===== src/parallel_io_pkg.sv =====
// Purpose: Shared constants for the shared parallel I/O port
// Assumes: 32-bit Avalon-MM data path, byte addressing, one word per register
// Notes:   Register values sit in the low bits of each word; upper bits read zero
package parallel_io_pkg;

  // Avalon-MM bus geometry
  localparam int BUS_W  = 32;
  localparam int BE_W   = BUS_W / 8;
  localparam int ADDR_W = 5;

  // Register byte offsets
  localparam logic [ADDR_W-1:0] OFS_PIN_DIRECTION  = 5'h00;
  localparam logic [ADDR_W-1:0] OFS_OUTPUT_LATCH   = 5'h04;
  localparam logic [ADDR_W-1:0] OFS_PIN_LEVEL      = 5'h08;
  localparam logic [ADDR_W-1:0] OFS_OPEN_DRAIN     = 5'h0C;
  localparam logic [ADDR_W-1:0] OFS_ANALOG_INPUT   = 5'h10;

  // Reset values, given per bit so they fit any port width
  localparam logic RST_DIRECTION_BIT  = 1'b1;
  localparam logic RST_LATCH_BIT      = 1'b0;
  localparam logic RST_OPEN_DRAIN_BIT = 1'b0;
  localparam logic RST_ANALOG_BIT     = 1'b0;

  // Pin direction encoding
  localparam logic DIR_INPUT  = 1'b1;
  localparam logic DIR_OUTPUT = 1'b0;

  // Bus reply when no register is decoded
  localparam logic [BUS_W-1:0] UNMAPPED_READ = 32'h0000_0000;

endpackage


===== src/parallel_io_pin.sv =====
// Purpose: One pin of the shared port: output muxes, open drain, input paths
// Assumes: Peripheral controls arrive synchronous to clk
// Notes:   Pin outputs and input views are registered, one clock behind inputs
`timescale 1ns/1ps
module parallel_io_pin
  import parallel_io_pkg::*;
#(
  parameter logic IMPLEMENTED = 1'b1,
  parameter logic OD_CAPABLE  = 1'b1,
  parameter logic INPUT_ONLY  = 1'b0,
  parameter logic ANA_CAPABLE = 1'b0
) (
  // Clock and reset
  input  wire logic clk,
  input  wire logic reset_n,
  // Port settings
  input  wire logic direction,
  input  wire logic latch,
  input  wire logic open_drain,
  input  wire logic analog_sel,
  // Sharing peripheral
  input  wire logic periph_enable,
  input  wire logic periph_out_en,
  input  wire logic periph_out_data,
  output logic      periph_in_data,
  // Pad
  input  wire logic pin_in,
  output logic      pin_out,
  output logic      pin_oe_n,
  // Sampled level for software
  output logic      pin_level
);

  logic periph_owns;
  logic port_drives;
  logic drive_req;
  logic drive_data;
  logic od_active;
  logic nxt_oe;
  logic nxt_out;

  always_comb begin
    // Input-only sharers never compete for the output path
    periph_owns = IMPLEMENTED & periph_enable & periph_out_en & ~INPUT_ONLY;
    port_drives = IMPLEMENTED & ~periph_owns & (direction == DIR_OUTPUT);
    drive_req   = periph_owns | port_drives;
    drive_data  = periph_owns ? periph_out_data : latch;
    od_active   = OD_CAPABLE & open_drain;
    if (od_active) begin
      // Drive low only; release the pad for a high level
      nxt_oe  = drive_req & ~drive_data;
      nxt_out = 1'b0;
    end else begin
      nxt_oe  = drive_req;
      nxt_out = drive_req & drive_data;
    end
  end

  always_ff @(posedge clk or negedge reset_n) begin
    if (!reset_n) begin
      pin_oe_n <= 1'b1;
      pin_out  <= 1'b0;
    end else begin
      pin_oe_n <= ~nxt_oe;
      pin_out  <= nxt_out;
    end
  end

  // Peripheral input sees the pad only while the port is not driving it
  always_ff @(posedge clk or negedge reset_n) begin
    if (!reset_n) begin
      periph_in_data <= 1'b0;
    end else begin
      periph_in_data <= IMPLEMENTED & ~port_drives & pin_in;
    end
  end

  always_ff @(posedge clk or negedge reset_n) begin
    if (!reset_n) begin
      pin_level <= 1'b0;
    end else begin
      pin_level <= IMPLEMENTED & ~(ANA_CAPABLE & analog_sel) & pin_in;
    end
  end

endmodule


===== src/shared_parallel_io_port.sv =====
// Purpose: Shared parallel I/O port with Avalon-MM register access
// Assumes: Bus master holds each request until waitrequest is seen low
// Notes:   Every access completes at the second clock edge after it is presented
`timescale 1ns/1ps
module shared_parallel_io_port
  import parallel_io_pkg::*;
#(
  parameter int              WIDTH       = 16,
  parameter logic [WIDTH-1:0] IMPL_MASK   = '1,
  parameter logic [WIDTH-1:0] OD_MASK     = '1,
  parameter logic [WIDTH-1:0] IN_ONLY_MASK = '0,
  parameter logic [WIDTH-1:0] ANALOG_MASK = '0
) (
  // Clock and reset
  input  wire logic              clk,
  input  wire logic              reset_n,
  // Avalon-MM slave
  input  wire logic [ADDR_W-1:0] address,
  input  wire logic              read,
  input  wire logic              write,
  input  wire logic [BUS_W-1:0]  writedata,
  input  wire logic [BE_W-1:0]   byteenable,
  output logic [BUS_W-1:0]       readdata,
  output logic                   waitrequest,
  // Sharing peripherals
  input  wire logic [WIDTH-1:0]  periph_enable,
  input  wire logic [WIDTH-1:0]  periph_out_en,
  input  wire logic [WIDTH-1:0]  periph_out_data,
  output logic [WIDTH-1:0]       periph_in_data,
  // Pads
  input  wire logic [WIDTH-1:0]  pin_in,
  output logic [WIDTH-1:0]       pin_out,
  output logic [WIDTH-1:0]       pin_oe_n
);

  logic [WIDTH-1:0] pin_direction_reg_ff;
  logic [WIDTH-1:0] output_latch_reg_ff;
  logic [WIDTH-1:0] open_drain_control_reg_ff;
  logic [WIDTH-1:0] analog_input_pin_ff;
  logic [WIDTH-1:0] pin_level;
  logic             ack_ff;
  logic [BUS_W-1:0] readdata_ff;
  logic [BUS_W-1:0] nxt_readdata;
  logic             wr_take;
  logic             rd_start;

  // Place a port-wide value in the low bits of a bus word
  function automatic logic [BUS_W-1:0] widen(input logic [WIDTH-1:0] v);
    logic [BUS_W-1:0] r;
    r = '0;
    r[WIDTH-1:0] = v;
    return r;
  endfunction

  // Byte-lane merge of write data over the current register value
  function automatic logic [WIDTH-1:0] merge(input logic [WIDTH-1:0] old_v,
                                              input logic [BUS_W-1:0] new_v,
                                              input logic [BE_W-1:0]  be);
    logic [BUS_W-1:0] r;
    r = widen(old_v);
    for (int i = 0; i < BE_W; i++) begin
      if (be[i]) begin
        r[i*8 +: 8] = new_v[i*8 +: 8];
      end
    end
    return r[WIDTH-1:0];
  endfunction

  // One wait cycle per access; the answer comes at the second edge
  always_ff @(posedge clk or negedge reset_n) begin
    if (!reset_n) begin
      ack_ff <= 1'b0;
    end else begin
      ack_ff <= (read | write) & ~ack_ff;
    end
  end

  assign waitrequest = (read | write) & ~ack_ff;
  assign wr_take     = write & ack_ff;
  assign rd_start    = read & ~ack_ff;

  always_ff @(posedge clk or negedge reset_n) begin
    if (!reset_n) begin
      pin_direction_reg_ff <= {WIDTH{RST_DIRECTION_BIT}};
    end else if (wr_take && address == OFS_PIN_DIRECTION) begin
      pin_direction_reg_ff <= merge(pin_direction_reg_ff, writedata, byteenable) | ~IMPL_MASK;
    end
  end

  always_ff @(posedge clk or negedge reset_n) begin
    if (!reset_n) begin
      output_latch_reg_ff <= {WIDTH{RST_LATCH_BIT}};
    end else if (wr_take && (address == OFS_OUTPUT_LATCH || address == OFS_PIN_LEVEL)) begin
      output_latch_reg_ff <= merge(output_latch_reg_ff, writedata, byteenable) & IMPL_MASK;
    end
  end

  always_ff @(posedge clk or negedge reset_n) begin
    if (!reset_n) begin
      open_drain_control_reg_ff <= {WIDTH{RST_OPEN_DRAIN_BIT}};
    end else if (wr_take && address == OFS_OPEN_DRAIN) begin
      open_drain_control_reg_ff <= merge(open_drain_control_reg_ff, writedata, byteenable)
                                   & OD_MASK & IMPL_MASK;
    end
  end

  always_ff @(posedge clk or negedge reset_n) begin
    if (!reset_n) begin
      analog_input_pin_ff <= {WIDTH{RST_ANALOG_BIT}};
    end else if (wr_take && address == OFS_ANALOG_INPUT) begin
      analog_input_pin_ff <= merge(analog_input_pin_ff, writedata, byteenable)
                             & ANALOG_MASK & IMPL_MASK;
    end
  end

  always_comb begin
    case (address)
      OFS_PIN_DIRECTION: nxt_readdata = widen(pin_direction_reg_ff & IMPL_MASK);
      OFS_OUTPUT_LATCH:  nxt_readdata = widen(output_latch_reg_ff & IMPL_MASK);
      OFS_PIN_LEVEL:     nxt_readdata = widen(pin_level);
      OFS_OPEN_DRAIN:    nxt_readdata = widen(open_drain_control_reg_ff);
      OFS_ANALOG_INPUT:  nxt_readdata = widen(analog_input_pin_ff);
      default:           nxt_readdata = UNMAPPED_READ;
    endcase
  end

  // Read data captured at the first edge and held through the answer cycle
  always_ff @(posedge clk or negedge reset_n) begin
    if (!reset_n) begin
      readdata_ff <= '0;
    end else if (rd_start) begin
      readdata_ff <= nxt_readdata;
    end
  end

  assign readdata = readdata_ff;

  for (genvar g = 0; g < WIDTH; g++) begin : g_pin
    parallel_io_pin #(
      .IMPLEMENTED (IMPL_MASK[g]),
      .OD_CAPABLE  (OD_MASK[g]),
      .INPUT_ONLY  (IN_ONLY_MASK[g]),
      .ANA_CAPABLE (ANALOG_MASK[g])
    ) u_pin (
      .clk             (clk),
      .reset_n         (reset_n),
      .direction       (pin_direction_reg_ff[g]),
      .latch           (output_latch_reg_ff[g]),
      .open_drain      (open_drain_control_reg_ff[g]),
      .analog_sel      (analog_input_pin_ff[g]),
      .periph_enable   (periph_enable[g]),
      .periph_out_en   (periph_out_en[g]),
      .periph_out_data (periph_out_data[g]),
      .periph_in_data  (periph_in_data[g]),
      .pin_in          (pin_in[g]),
      .pin_out         (pin_out[g]),
      .pin_oe_n        (pin_oe_n[g]),
      .pin_level       (pin_level[g])
    );
  end

endmodule


===== config.mk =====
export PLATFORM = sky130hd
export DESIGN_NAME = shared_parallel_io_port
export DESIGN_NICKNAME = d
export VERILOG_FILES = /design/src/parallel_io_pkg.sv /design/src/parallel_io_pin.sv /design/src/shared_parallel_io_port.sv
export SDC_FILE = /design/constraint.sdc
export NUM_CORES = 1
export LEC_CHECK = 0
export ABC_AREA = 1
export BUFFER_PORTS_ARGS = -buffer_cell sky130_fd_sc_hd__buf_2
export CORE_ASPECT_RATIO = 1.5
export CORE_MARGIN = 1.5
export CORE_UTILIZATION = 46
export CTS_CLUSTER_DIAMETER = 150
export DETAILED_ROUTE_END_ITERATION = 12
export PLACE_DENSITY = 0.86
export RECOVER_POWER = 100
export SLEW_MARGIN = 20
export SYNTH_ARGS = -nofsm -noshare
export SYNTH_HDL_FRONTEND = slang
export SYNTH_SLANG_ARGS = --single-unit

===== constraint.sdc =====
create_clock -name clk -period 1.3 [get_ports clk]
set_clock_uncertainty 0.05 [all_clocks]
set_input_delay 0.065 -clock clk [delete_from_list [all_inputs] [get_ports clk]]
set_output_delay 0.065 -clock clk [all_outputs]
set_load 0.01 [all_outputs]

======== After elaboration in Yosys (flattened, before gate mapping) ========
Index checks and enable logic that the tools add are counted.
storage, ports and cells
  output and inout bits ................... 81
  bits in registers ....................... 145
  input bits .............................. 109
  logic and storage cells ................. 316
cells by class
  bitwise operators ....................... 181
  reductions and logical operators ........ 11
  multiplexer cells ....................... 49
  equality and inequality tests ........... 3
operators with widths
  operator                                                          number
  1-bit bitwise AND                                                 83
  1-bit inverter                                                    81
  16-bit one-hot mux with 4 select lines                            1
  1-bit 2-to-1 mux                                                  48
  1-bit OR                                                          17
  2-bit AND reduction                                               6
  5-bit by 4-bit == test with 1-bit output (second input constant)  2
  5-bit by 3-bit == test with 1-bit output (second input constant)  1
  5-bit zero test                                                   1
  1-bit logical AND                                                 3
  1-bit logical OR                                                  1

======== Logic depth before layout (Yosys ltp) ========
Gate-level depths: netlist of run 1.
  depth in word-level cells ............... 7
  mapped depth ............................ 8
  depth with buffers taken out ............ 7

======== Cells and area by module ========
From an unflattened synthesis of run 1, not the netlist that was laid out.
second synthesis, totals
  cells, all modules ...................... 677
  area total of the unflattened synthesis .. 6,005.8 sq um
by module, submodules not included
  module                   cells each  times used  area each (sq um)
  shared_parallel_io_port  389         1           3,443.3
  parallel_io_pin          18          16          160.2

======== Worst setup path before layout of run 1 ========
No wires, ideal clock.
  kind .................................... flip-flop to flip-flop
  start point ............................. register ack_ff
  end point ............................... register readdata_ff[10] (netlist: readdata[10])
  required time ........................... 1.130 ns
  period minus slack after synthesis ...... 1.265 ns
  path slack .............................. 0.035 ns
  cell stages (with the launch flop) ...... 6
  data arrival time ....................... 1.095 ns
  cell sequence ........................... dfrtp_1 -> nor2_1 -> inv_2 -> clkbuf_1 -> nand2_1 -> nand2_1
on the way
  cells in the longest elaborated chain, start to end .. 2
ends and longest elaborated chain
  what                    line                            RTL
  start, declared         shared_parallel_io_port.sv:41   logic ack_ff;
  start signal, assigned  shared_parallel_io_port.sv:74   ack_ff <= (read | write) & ~ack_ff;
  1-bit inverter          shared_parallel_io_port.sv:80   assign rd_start = read & ~ack_ff;
  1-bit bitwise AND       shared_parallel_io_port.sv:80
  end signal, assigned    shared_parallel_io_port.sv:132  readdata_ff <= nxt_readdata;
  end, declared           shared_parallel_io_port.sv:42   logic [BUS_W-1:0] readdata_ff;
Every way passes these cells.
A chain may end at the register's enable or synchronous reset.

======== Final worst setup path of run 1 ========
  start point ............................. register ack_ff
  end point ............................... output waitrequest
on the way
  cells in the longest elaborated chain, start to end .. 2
ends and longest elaborated chain
  what               line                           RTL
  1-bit inverter     shared_parallel_io_port.sv:78  assign waitrequest = (read | write) & ~ack_ff;
  1-bit bitwise AND  shared_parallel_io_port.sv:78
  end, declared      shared_parallel_io_port.sv:24  output logic waitrequest,
Every way passes these cells.

==> results by stage, run 1 <==
Run status:
- The run finished, with violations left.
- The final reports fail on negative hold slack.

Power and ir drop:
- The maximum vdd ir drop is 0.8060 mV.
- The share of power burned in the clock network is 44.4%.
- The share of total power dissipated in sequential elements is 42.5%.
- Net switching is 24.47% of the power.
- Internal power comes to 8.242 mW.
- The power density over cell area is 1366 nW/um2.
- The power share of the combinational group is 13.1%.
- The analysis attributes to net switching a power of 2.671 mW.
- The leakage power summed over all cells is 3.976 nW.

Min path:
- Along the worst hold path, the cell count comes to 4.
- The min-delay analysis places its worst path in the category primary input to register.
- The startpoint identified for the worst hold timing path is periph_out_en[6].
- For hold timing, the worst endpoint is g_pin[6].u_pin.pin_oe_n.

Layout:
- The area overhead of the layout relative to synthesis is 32.50%.
- Cells with a size suffix above 1 make up 21.29% of the layout.
- The filler cell count is 1,037.
- The layout net count is 953.
- The final standard cell area without fillers is 7989 um2.

STA:
- In the finished design, the share of the clock period the worst path needs comes to 95.88%.
- The final period demand of the worst path is 1.246 ns.
- The tightest slew margin relative to the limit is 60.50%.
- The worst-case hold slack is -0.05393 ns.
- The number of setup violations in the final report is 0.
- The maximum achievable frequency is 802.3 MHz.
- The number of pins exceeding their max-slew limit in the final report was 0.
- The summed negative setup slack over all endpoints is 0 ns.
- The final hold violation count is 6.
- At the pin with the least slew margin, the transition time is 0.5926 ns.

Setup path:
- Counting cells, the worst reg-to-reg path comes to 2.
- The worst setup path is launched from a register.
- The largest fanout of any net on the critical path is 3.
- The slowest library cell on the worst path is dfrtp_1.
- For the worst setup path, the data required time is 1.19 ns.
- The gate family responsible for the most delay along the worst path is flip-flops.
- Setup slack on the worst reg-to-reg path comes out at 0.07 ns.
- The type of the worst setup path is register to primary output.
- The worst register-to-register path begins at ack_ff.
- The signal arrival time at the worst endpoint is 1.13 ns.
- Counting both buffers and inverters, the worst setup path holds a total of 1.
- The end of the worst register-to-register path is ack_ff.
- Walking the worst path, the cells encountered are nor2_1 -> buf_2.
- The kind of capture point of the worst setup path is a primary output.
- The longest individual stage delay on the worst path is 0.42 ns.

Drt:
- The final layout contains routed wiring with a total length of 16,660 um.
- The via count is 5,292.
- In the routed design, unresolved DRC markers number 0.
- The final antenna-violating net count is 0.
- In this run, the number of DRC markers left after iteration 0 of detailed routing was 266.
- After detailed routing, the average wire length per cell comes to 16.41 um.
- The pre-antenna-repair detailed-routing pass consisted of 5 iterations.
- The routed via count divided by cell count is 5.214.

Yosys:
- The post-synthesis sequential element count is 129.
- Synthesis produced a netlist whose cell count is 645.
- Summing the areas of all xor and xnor instances in the mapped netlist gives 0% of the synthesized area.
- The number of distinct standard cells referenced by the synthesized netlist is 26.
- After Yosys synthesis, full adders, half adders and majority gates account for 0% of the synthesized area.
- The post-synthesis area per instance is 9.348 um2.
- Summing the areas of all compound-gate instances in the mapped netlist gives 9.131% of the synthesized area.
- Multiplexer cells account for 2.656% of the synthesized area.
- The main combinational cell family by area after synthesis is simple AND/OR/NAND/NOR gates.
- Of the total synthesized cell area, the portion taken by AND, OR, NAND and NOR gates is 20.29%.
- The post-synthesis cell area is 6030 um2.
- The number of synthesis warnings is 0.
- The sequential element share of the synthesized area is 54.20%.

Die:
- Pin placement for this block handled 190 I/O pins.
- Row generation in the floorplan step produced 51 rows.
- The starting density of the core is 46.78%.
- The die width is 96.48 um.
- The vertical die dimension is 143.2 um.
- The full die area is 13,820 um2.
- The area of the core region is 12,890 um2.

CTS:
- The clock slew seen by the registers of the worst setup and hold paths is 0.05 ns.
- The cell sitting at the root of the clock tree is a clkbuf_16.
- The clock passes through at most 2 buffers.
- TritonCTS built the clock tree.
- The number of clock buffers inserted by TritonCTS is 17.
- The clock insertion delay at the later pin of the skew report is 0.41 ns.
- The number of clock sinks is 129.
- CTS built an H-tree with a depth of 4.

Global routing:
- The via count of the first global-routing pass is 5,477.
- Entering global routing, the biggest net connects 42 pins.
- The global-route usage over all layers is 24.90%.
- The initial antenna violation count was 1.
- The first global-routing pass estimated 25,960 um of wire.
- For this run the aggregate overflow at the end of global routing stands at 0.

Flow run:
- The tool flagged a number of max-cap violations equal to 0.

Placement:
- The area of placed instances is 6651 um2.
- The number of I/O port buffers is 155.
- The HPWL after detailed placement is 9850 um.
- The routability congestion estimate from global placement is 0.8220.
## cells in the mapped netlist, drive strengths merged
library cell,n,area (um2)
conb,1,3.750
nand4,64,400.4
nand2,162,610.6
buf,81,583.1
nor2,22,95.09
a21boi,16,120.1
nand3,8,100.1
dfrtp,97,2427
clkbuf,11,41.29
dfstp,32,840.8
and3,2,17.52
inv,53,198.9
o21ai,80,430.4
mux2i,16,160.2
## routing by layer
metal  vias up  share of wire (%)  wire [um]  GRT usage, %
li1       2461                  -          -             -
met1      2508                 36       6061         26.56
met2       256                 53       8791         43.43
met3        67                6.0       1006         5.857
met4         0                4.8        801         14.87
met5         -                  0          0             0
## how the worst max path moves through the flow
| stage | start | to | slack [ns] | cells after the start |
|---|---|---|---|---|
| CTS | periph_out_en[12] | g_pin[12].u_pin.pin_out | 0.01 | 7 |
| finish | ack_ff | waitrequest | 0.05 | 2 |
| global placement | ack_ff | open_drain_control_reg_ff[4] | 0.1 | 6 |
| detailed placement | ack_ff | pin_direction_reg_ff[5] | 0.06 | 5 |
| global route | ack_ff | waitrequest | -0.006 | 2 |
| floorplan | ack_ff | readdata[10] | 0.04 | 5 |
## final cells by class
type                            instances  area (um2)  share of cell area (%)
Timing Repair Buffer                  256        1703                   21.32
Clock inverter                          7       135.1                   1.691
Clock buffer                           23       457.9                   5.732
Multi-Input combinational cell        387        2019                   25.28
Inverter                               53       203.9                   2.553
Tap cell                              159       198.9                   2.490
Sequential cell                       129        3268                   40.91
Antenna cell                            1       2.502                 0.03132
## stage by stage
stage | total power [mW] | hold slack [ns] | util [%] | instances | worst slack [ns]
2_1_floorplan | 5.546 | -0.2806 | - | 660 | 0.03507
3_3_place_gp | 5.883 | -0.06869 | 51.60 | 902 | 0.09816
5_1_grt | 11.38 | 0.01716 | 61.98 | 1015 | -0.005864
6_report | 10.91 | -0.05393 | 61.98 | 1015 | 0.05356
3_5_place_dp | 5.933 | -0.06115 | 51.60 | 902 | 0.06152
4_1_cts | 10.99 | -0.001645 | 62.96 | 1019 | 0.009597
## placed cells by master, fill, tap and decap left out, types with 4 or more instances in the layout
cell type,Yosys,final
o21ai_2,8,8
a21boi_0,16,16
nand2_1,161,160
clkbuf_1,11,67
dlygate4sd3_1,0,80
buf_4,65,14
buf_2,10,92
inv_1,48,48
dfrtp_1,97,97
bufinv_16,0,4
nand4_1,64,64
nand3_4,4,4
nor2_1,19,18
o21ai_1,56,56
mux2i_1,16,16
inv_2,5,4
dfstp_1,0,16
clkbuf_16,0,17
conb_1,1,16
dfstp_2,32,16
o21ai_0,16,16
## power by group through the flow
stage,Combinational [mW],Clock (mW),Sequential (mW)
after floorplan,0.899,0,4.65
after CTS,1.45,4.91,4.64
after global routing,1.58,5.12,4.68
final,1.43,4.85,4.64
after detailed placement,1.24,0,4.70
after global placement,1.19,0,4.69
## worst min-delay path, delay by kind of cell
kind	cells	cell delay, ns
and+or+nand+nor	2	0.16
AOI/OAI and AO/OA	1	0.08
buffers and inverters	1	0.08
## cells by family (layout without fill, tap and decap cells)
logic type      count (synthesis)  in the layout
simple gates                  258            259
mux                            16             16
compound gates                 96             96
buf+inv                       145            339
flops                         129            129
other cells                     1             17
## repair_timing
action,in CTS,in global routing
gates resized for setup,0,6
endpoints found under the hold margin,219,7
buffers inserted,0,1
hold buffers,87,5
endpoints found under the setup margin,0,76
## registers in the layout (all words and copies together) (netlist names)
signal                      count
g_pin.u_pin.pin_oe_n           16
open_drain_control_reg_ff      16
pin_direction_reg_ff           16
readdata                       16
ack_ff                          1
g_pin.u_pin.pin_level          16
g_pin.u_pin.periph_in_data     16
g_pin.u_pin.pin_out            16
output_latch_reg_ff            16
Power figures use the tool's default switching activity.
==> run 2: changes to the inputs <==
--- a/config.mk
+++ b/config.mk
@@ -12,9 +12,11 @@
 export CORE_UTILIZATION = 46
 export CTS_CLUSTER_DIAMETER = 150
 export DETAILED_ROUTE_END_ITERATION = 12
+export GPL_TIMING_DRIVEN = 0
 export PLACE_DENSITY = 0.86
 export RECOVER_POWER = 100
 export SLEW_MARGIN = 20
 export SYNTH_ARGS = -nofsm -noshare
 export SYNTH_HDL_FRONTEND = slang
 export SYNTH_SLANG_ARGS = --single-unit
+export TNS_END_PERCENT = 50
==> run 2 against run 1 <==
  * The run ends with negative hold slack, negative setup slack left
  * Power fell by 1.9%
  * Final area grew 6.1%
  * Setup slack worse by 0.095 ns
  * Die area stayed put
  * Sequential cell count unchanged
  * Combinational power rose by 20%
  * Critical path type is now register to register
==> results by stage, run 2 (synthesis gave the netlist of run 1 again) <==
Placement:
- The placed instance count was 974 (+8.0%).
- The number of I/O port buffers is 154 (-0.65%).
- The area of placed instances is 7089 um2 (+6.6%).
- The routability congestion estimate from global placement was 0.8610 (+4.7%).
- The HPWL after detailed placement is 11,290 um (+15%).
- The post-placement setup slack is -0.5267 ns (-0.5882 ns).

CTS:
- The cell at the root of the clock tree is clkbuf_16.
- The clock slew seen by the registers of the worst setup and hold paths is 0.05 ns (about the same).
- The TritonCTS clock tree is done.
- The number of clock sinks is 129 (unchanged).
- The clock insertion delay at the later pin of the skew report is 0.41 ns (about the same).
- The count of H-tree levels built during CTS is 4 (unchanged).
- The maximum count of clock buffers along a single path is 2 (unchanged).
- The number of clock buffers inserted by TritonCTS is 17 (unchanged).

Global routing:
- The residual overflow from global routing is 0 (unchanged).
- The wire length of the first global-routing pass is 29,140 um (+12%).
- The via count of the first global-routing pass was 5,922 (+8.1%).
- The maximum number of pins on one net before global-route repair was 69 (+64%).
- The initial antenna violation count is 1 (unchanged).
- The global-route usage over all layers is 28.65% (+3.8 points).

STA:
- The summed negative setup slack over all endpoints is -0.07754 ns (-0.07754 ns).
- The maximum achievable frequency is 745.7 MHz (-7.1%).
- The number of pins exceeding their max-slew limit in the final report is 0 (unchanged).
- The final critical-path setup slack is -0.04109 ns (-0.09465 ns).
- The final hold violation count is 4 (-2).
- The tightest slew margin relative to the limit came to 55.15% (-5.4 points).
- Setup repair after global routing could not meet its margin everywhere.
- The worst-case hold slack is -0.03827 ns (+0.01566 ns).
- The actual transition at the worst max-transition pin is 0.6728 ns (+0.08026 ns).
- The post-route clock period utilization is 103.2% (+7.3 points).
- The final period demand of the worst path came to 1.341 ns (+0.09465 ns).
- The number of setup violations in the final report came to 4 (+4).

Drt:
- The final antenna-violating net count is 0 (unchanged).
- The post-detailed-route DRC marker count is 0 (unchanged).
- The overall routed net length was 19,180 um (+15%).
- The detail-routed net length per standard cell was 17.56 um (+7.0%).
- The detailed-router iteration count before antenna repair is 7 (+2).
- The first-iteration detailed-routing DRC count came to 514 (+93%).
- The via count is 5,878 (+11%).
- The routed via count divided by cell count is 5.383 (+3.2%).

Layout:
- The library cell used most frequently in the layout, excluding fill and tap cells, is nand2_1.
- The fraction of layout instances using a drive strength above 1 is 27.15% (+5.9 points).
- The layout net count was 1,028 (+7.9%).
- The final standard cell area without fillers is 8478 um2 (+6.1%).
- The top cell types in the final layout, fill and taps aside, are nand2_1, buf_2, dfrtp_1, dlygate4sd3_1, clkbuf_1.
- The final cell count without fillers is 1,092 (+7.6%).
- The area overhead of the layout relative to synthesis is 40.61%.

Power and ir drop:
- The maximum vdd ir drop was 0.9023 mV (+12%).
- The switching share of power is 26.27% (+1.8 points).
- The power density over cell area was 1263 nW/um2 (-7.5%).
- The power share of the combinational group is 16.0% (+2.9 points).
- The part of the total power dissipated in sequential elements is 43.6% (+1.1 points).
- The switching power is 2.814 mW (+5.3%).
- The share of power burned in the clock network is 40.5% (-3.9 points).
- The leakage power summed over all cells is 4.327 nW (+8.8%).
- The cell internal power dissipation was 7.898 mW (-4.2%).

Min path:
- The cell depth of the worst min-delay path was 4 (unchanged).
- The worst hold path belongs to the class primary input to register.

Run status:
- The run finished, with violations left.
- The final reports fail on negative hold slack, negative setup slack.

Setup path:
- The worst-case register-to-register setup slack came to -0.04 ns (-0.11 ns).
- The end of the worst register-to-register path is readdata[13].
- The data required time of the critical path is 1.59 ns (+0.40 ns).
- The depth of the most critical reg-to-reg path is 4 (+2).
- The first element of the critical path is ack_ff.
- In this run the critical register-to-register path is launched from ack_ff.
- The kind of capture point of the worst setup path is a register.
- The critical path in this run is classified as register to register.
- STA classifies the critical path startpoint as a register.
- The largest fanout of any net on the critical path is 10 (+7).
- The signal arrival time at the worst endpoint came to 1.63 ns (+0.50 ns).
- Following the worst setup path forward leads to its endpoint at readdata[13].

Die:
- The number of primary I/O pins is 190 (unchanged).
- The vertical die dimension is 143.2 um (unchanged).
- The full die area is 13,820 um2 (unchanged).
- The number of placement rows is 51 (unchanged).
- The die width was 96.48 um (unchanged).
- The area of the core region was 12,890 um2 (unchanged).
- The starting density of the core is 46.78% (unchanged).

Flow run:
- The number of maximum-capacitance violations is 0 (unchanged).
-- run 2: cell count changes in the layout (fill, tap and decap cells not counted), sizes merged --
| cell | before | now |
|---|---|---|
| clkinvlp | 0 | 1 |
| nand3 | 9 | 8 |
| bufinv | 4 | 0 |
| dlygate4sd3 | 80 | 79 |
| clkdlybuf4s25 | 0 | 3 |
| clkbuf | 87 | 95 |
| inv | 52 | 53 |
| buf | 112 | 182 |
-- run 2: critical path: stages (launching register included) --
cell	delay, ns
dfrtp_2	0.44
nor2_4	0.25
clkbuf_4	0.29
o21ai_1	0.12
nand2_1	0.11
-- run 2: worst min-delay path by stage --
stage / from / end / slack [ns]
floorplan: reset_n / ack_ff / -0.28
global placement: pin_in[11] / g_pin[11].u_pin.pin_level / 0.13
detailed placement: reset_n / g_pin[12].u_pin.periph_in_data / 0.03
CTS: periph_enable[13] / g_pin[13].u_pin.pin_out / -0.008
global route: periph_enable[5] / g_pin[5].u_pin.periph_in_data / 0.01
finish: periph_enable[10] / g_pin[10].u_pin.pin_oe_n / -0.04
-- run 2: stage by stage --
step	utilization, %	hold WS, ns	power [mW]
after floorplan	-	-0.2806	5.546
after global placement	54.74	0.1346	6.119
after detailed placement	55.00	0.02763	6.191
after CTS	66.80	-0.007985	10.71
after global routing	65.75	0.01345	11.10
final	65.77	-0.03827	10.71
-- run 2: final cells by class --
class / count / area, um2
Antenna cell: 1 / 2.502
Buffer: 91 / 653.1
Clock buffer: 27 / 513.0
Clock inverter: 5 / 27.53
Fill cell: 970 / 4412
Inverter: 53 / 206.4
Multi-Input combinational cell: 386 / 2024
Sequential cell: 129 / 3269
Tap cell: 159 / 198.9
Timing Repair Buffer: 241 / 1583
-- run 2: power groups by stage --
stage	clock network [mW]	registers, mW	logic [mW]
2_1_floorplan	0	4.65	0.899
3_3_place_gp	0	4.71	1.41
3_5_place_dp	0	4.72	1.47
4_1_cts	4.35	4.66	1.70
5_1_grt	4.53	4.70	1.87
6_report	4.33	4.67	1.71
-- run 2: per-layer routing --
layer	wire [um]	track usage (%)	part of all wire (%)
met2	10100	49.72	53
met5	0	0	0
met4	1066	17.62	5.6
met1	6568	31.10	34
met3	1436	5.964	7.5
-- run 2: what timing repair did --
item / in CTS / in global routing
resized for setup: 16 / 9
buffers inserted: 3 / 1
endpoints found under the hold margin: 177 / 4
setup endpoints to repair: 54 / 94
pin swaps: 1 / 2
hold buffers: 89 / 3
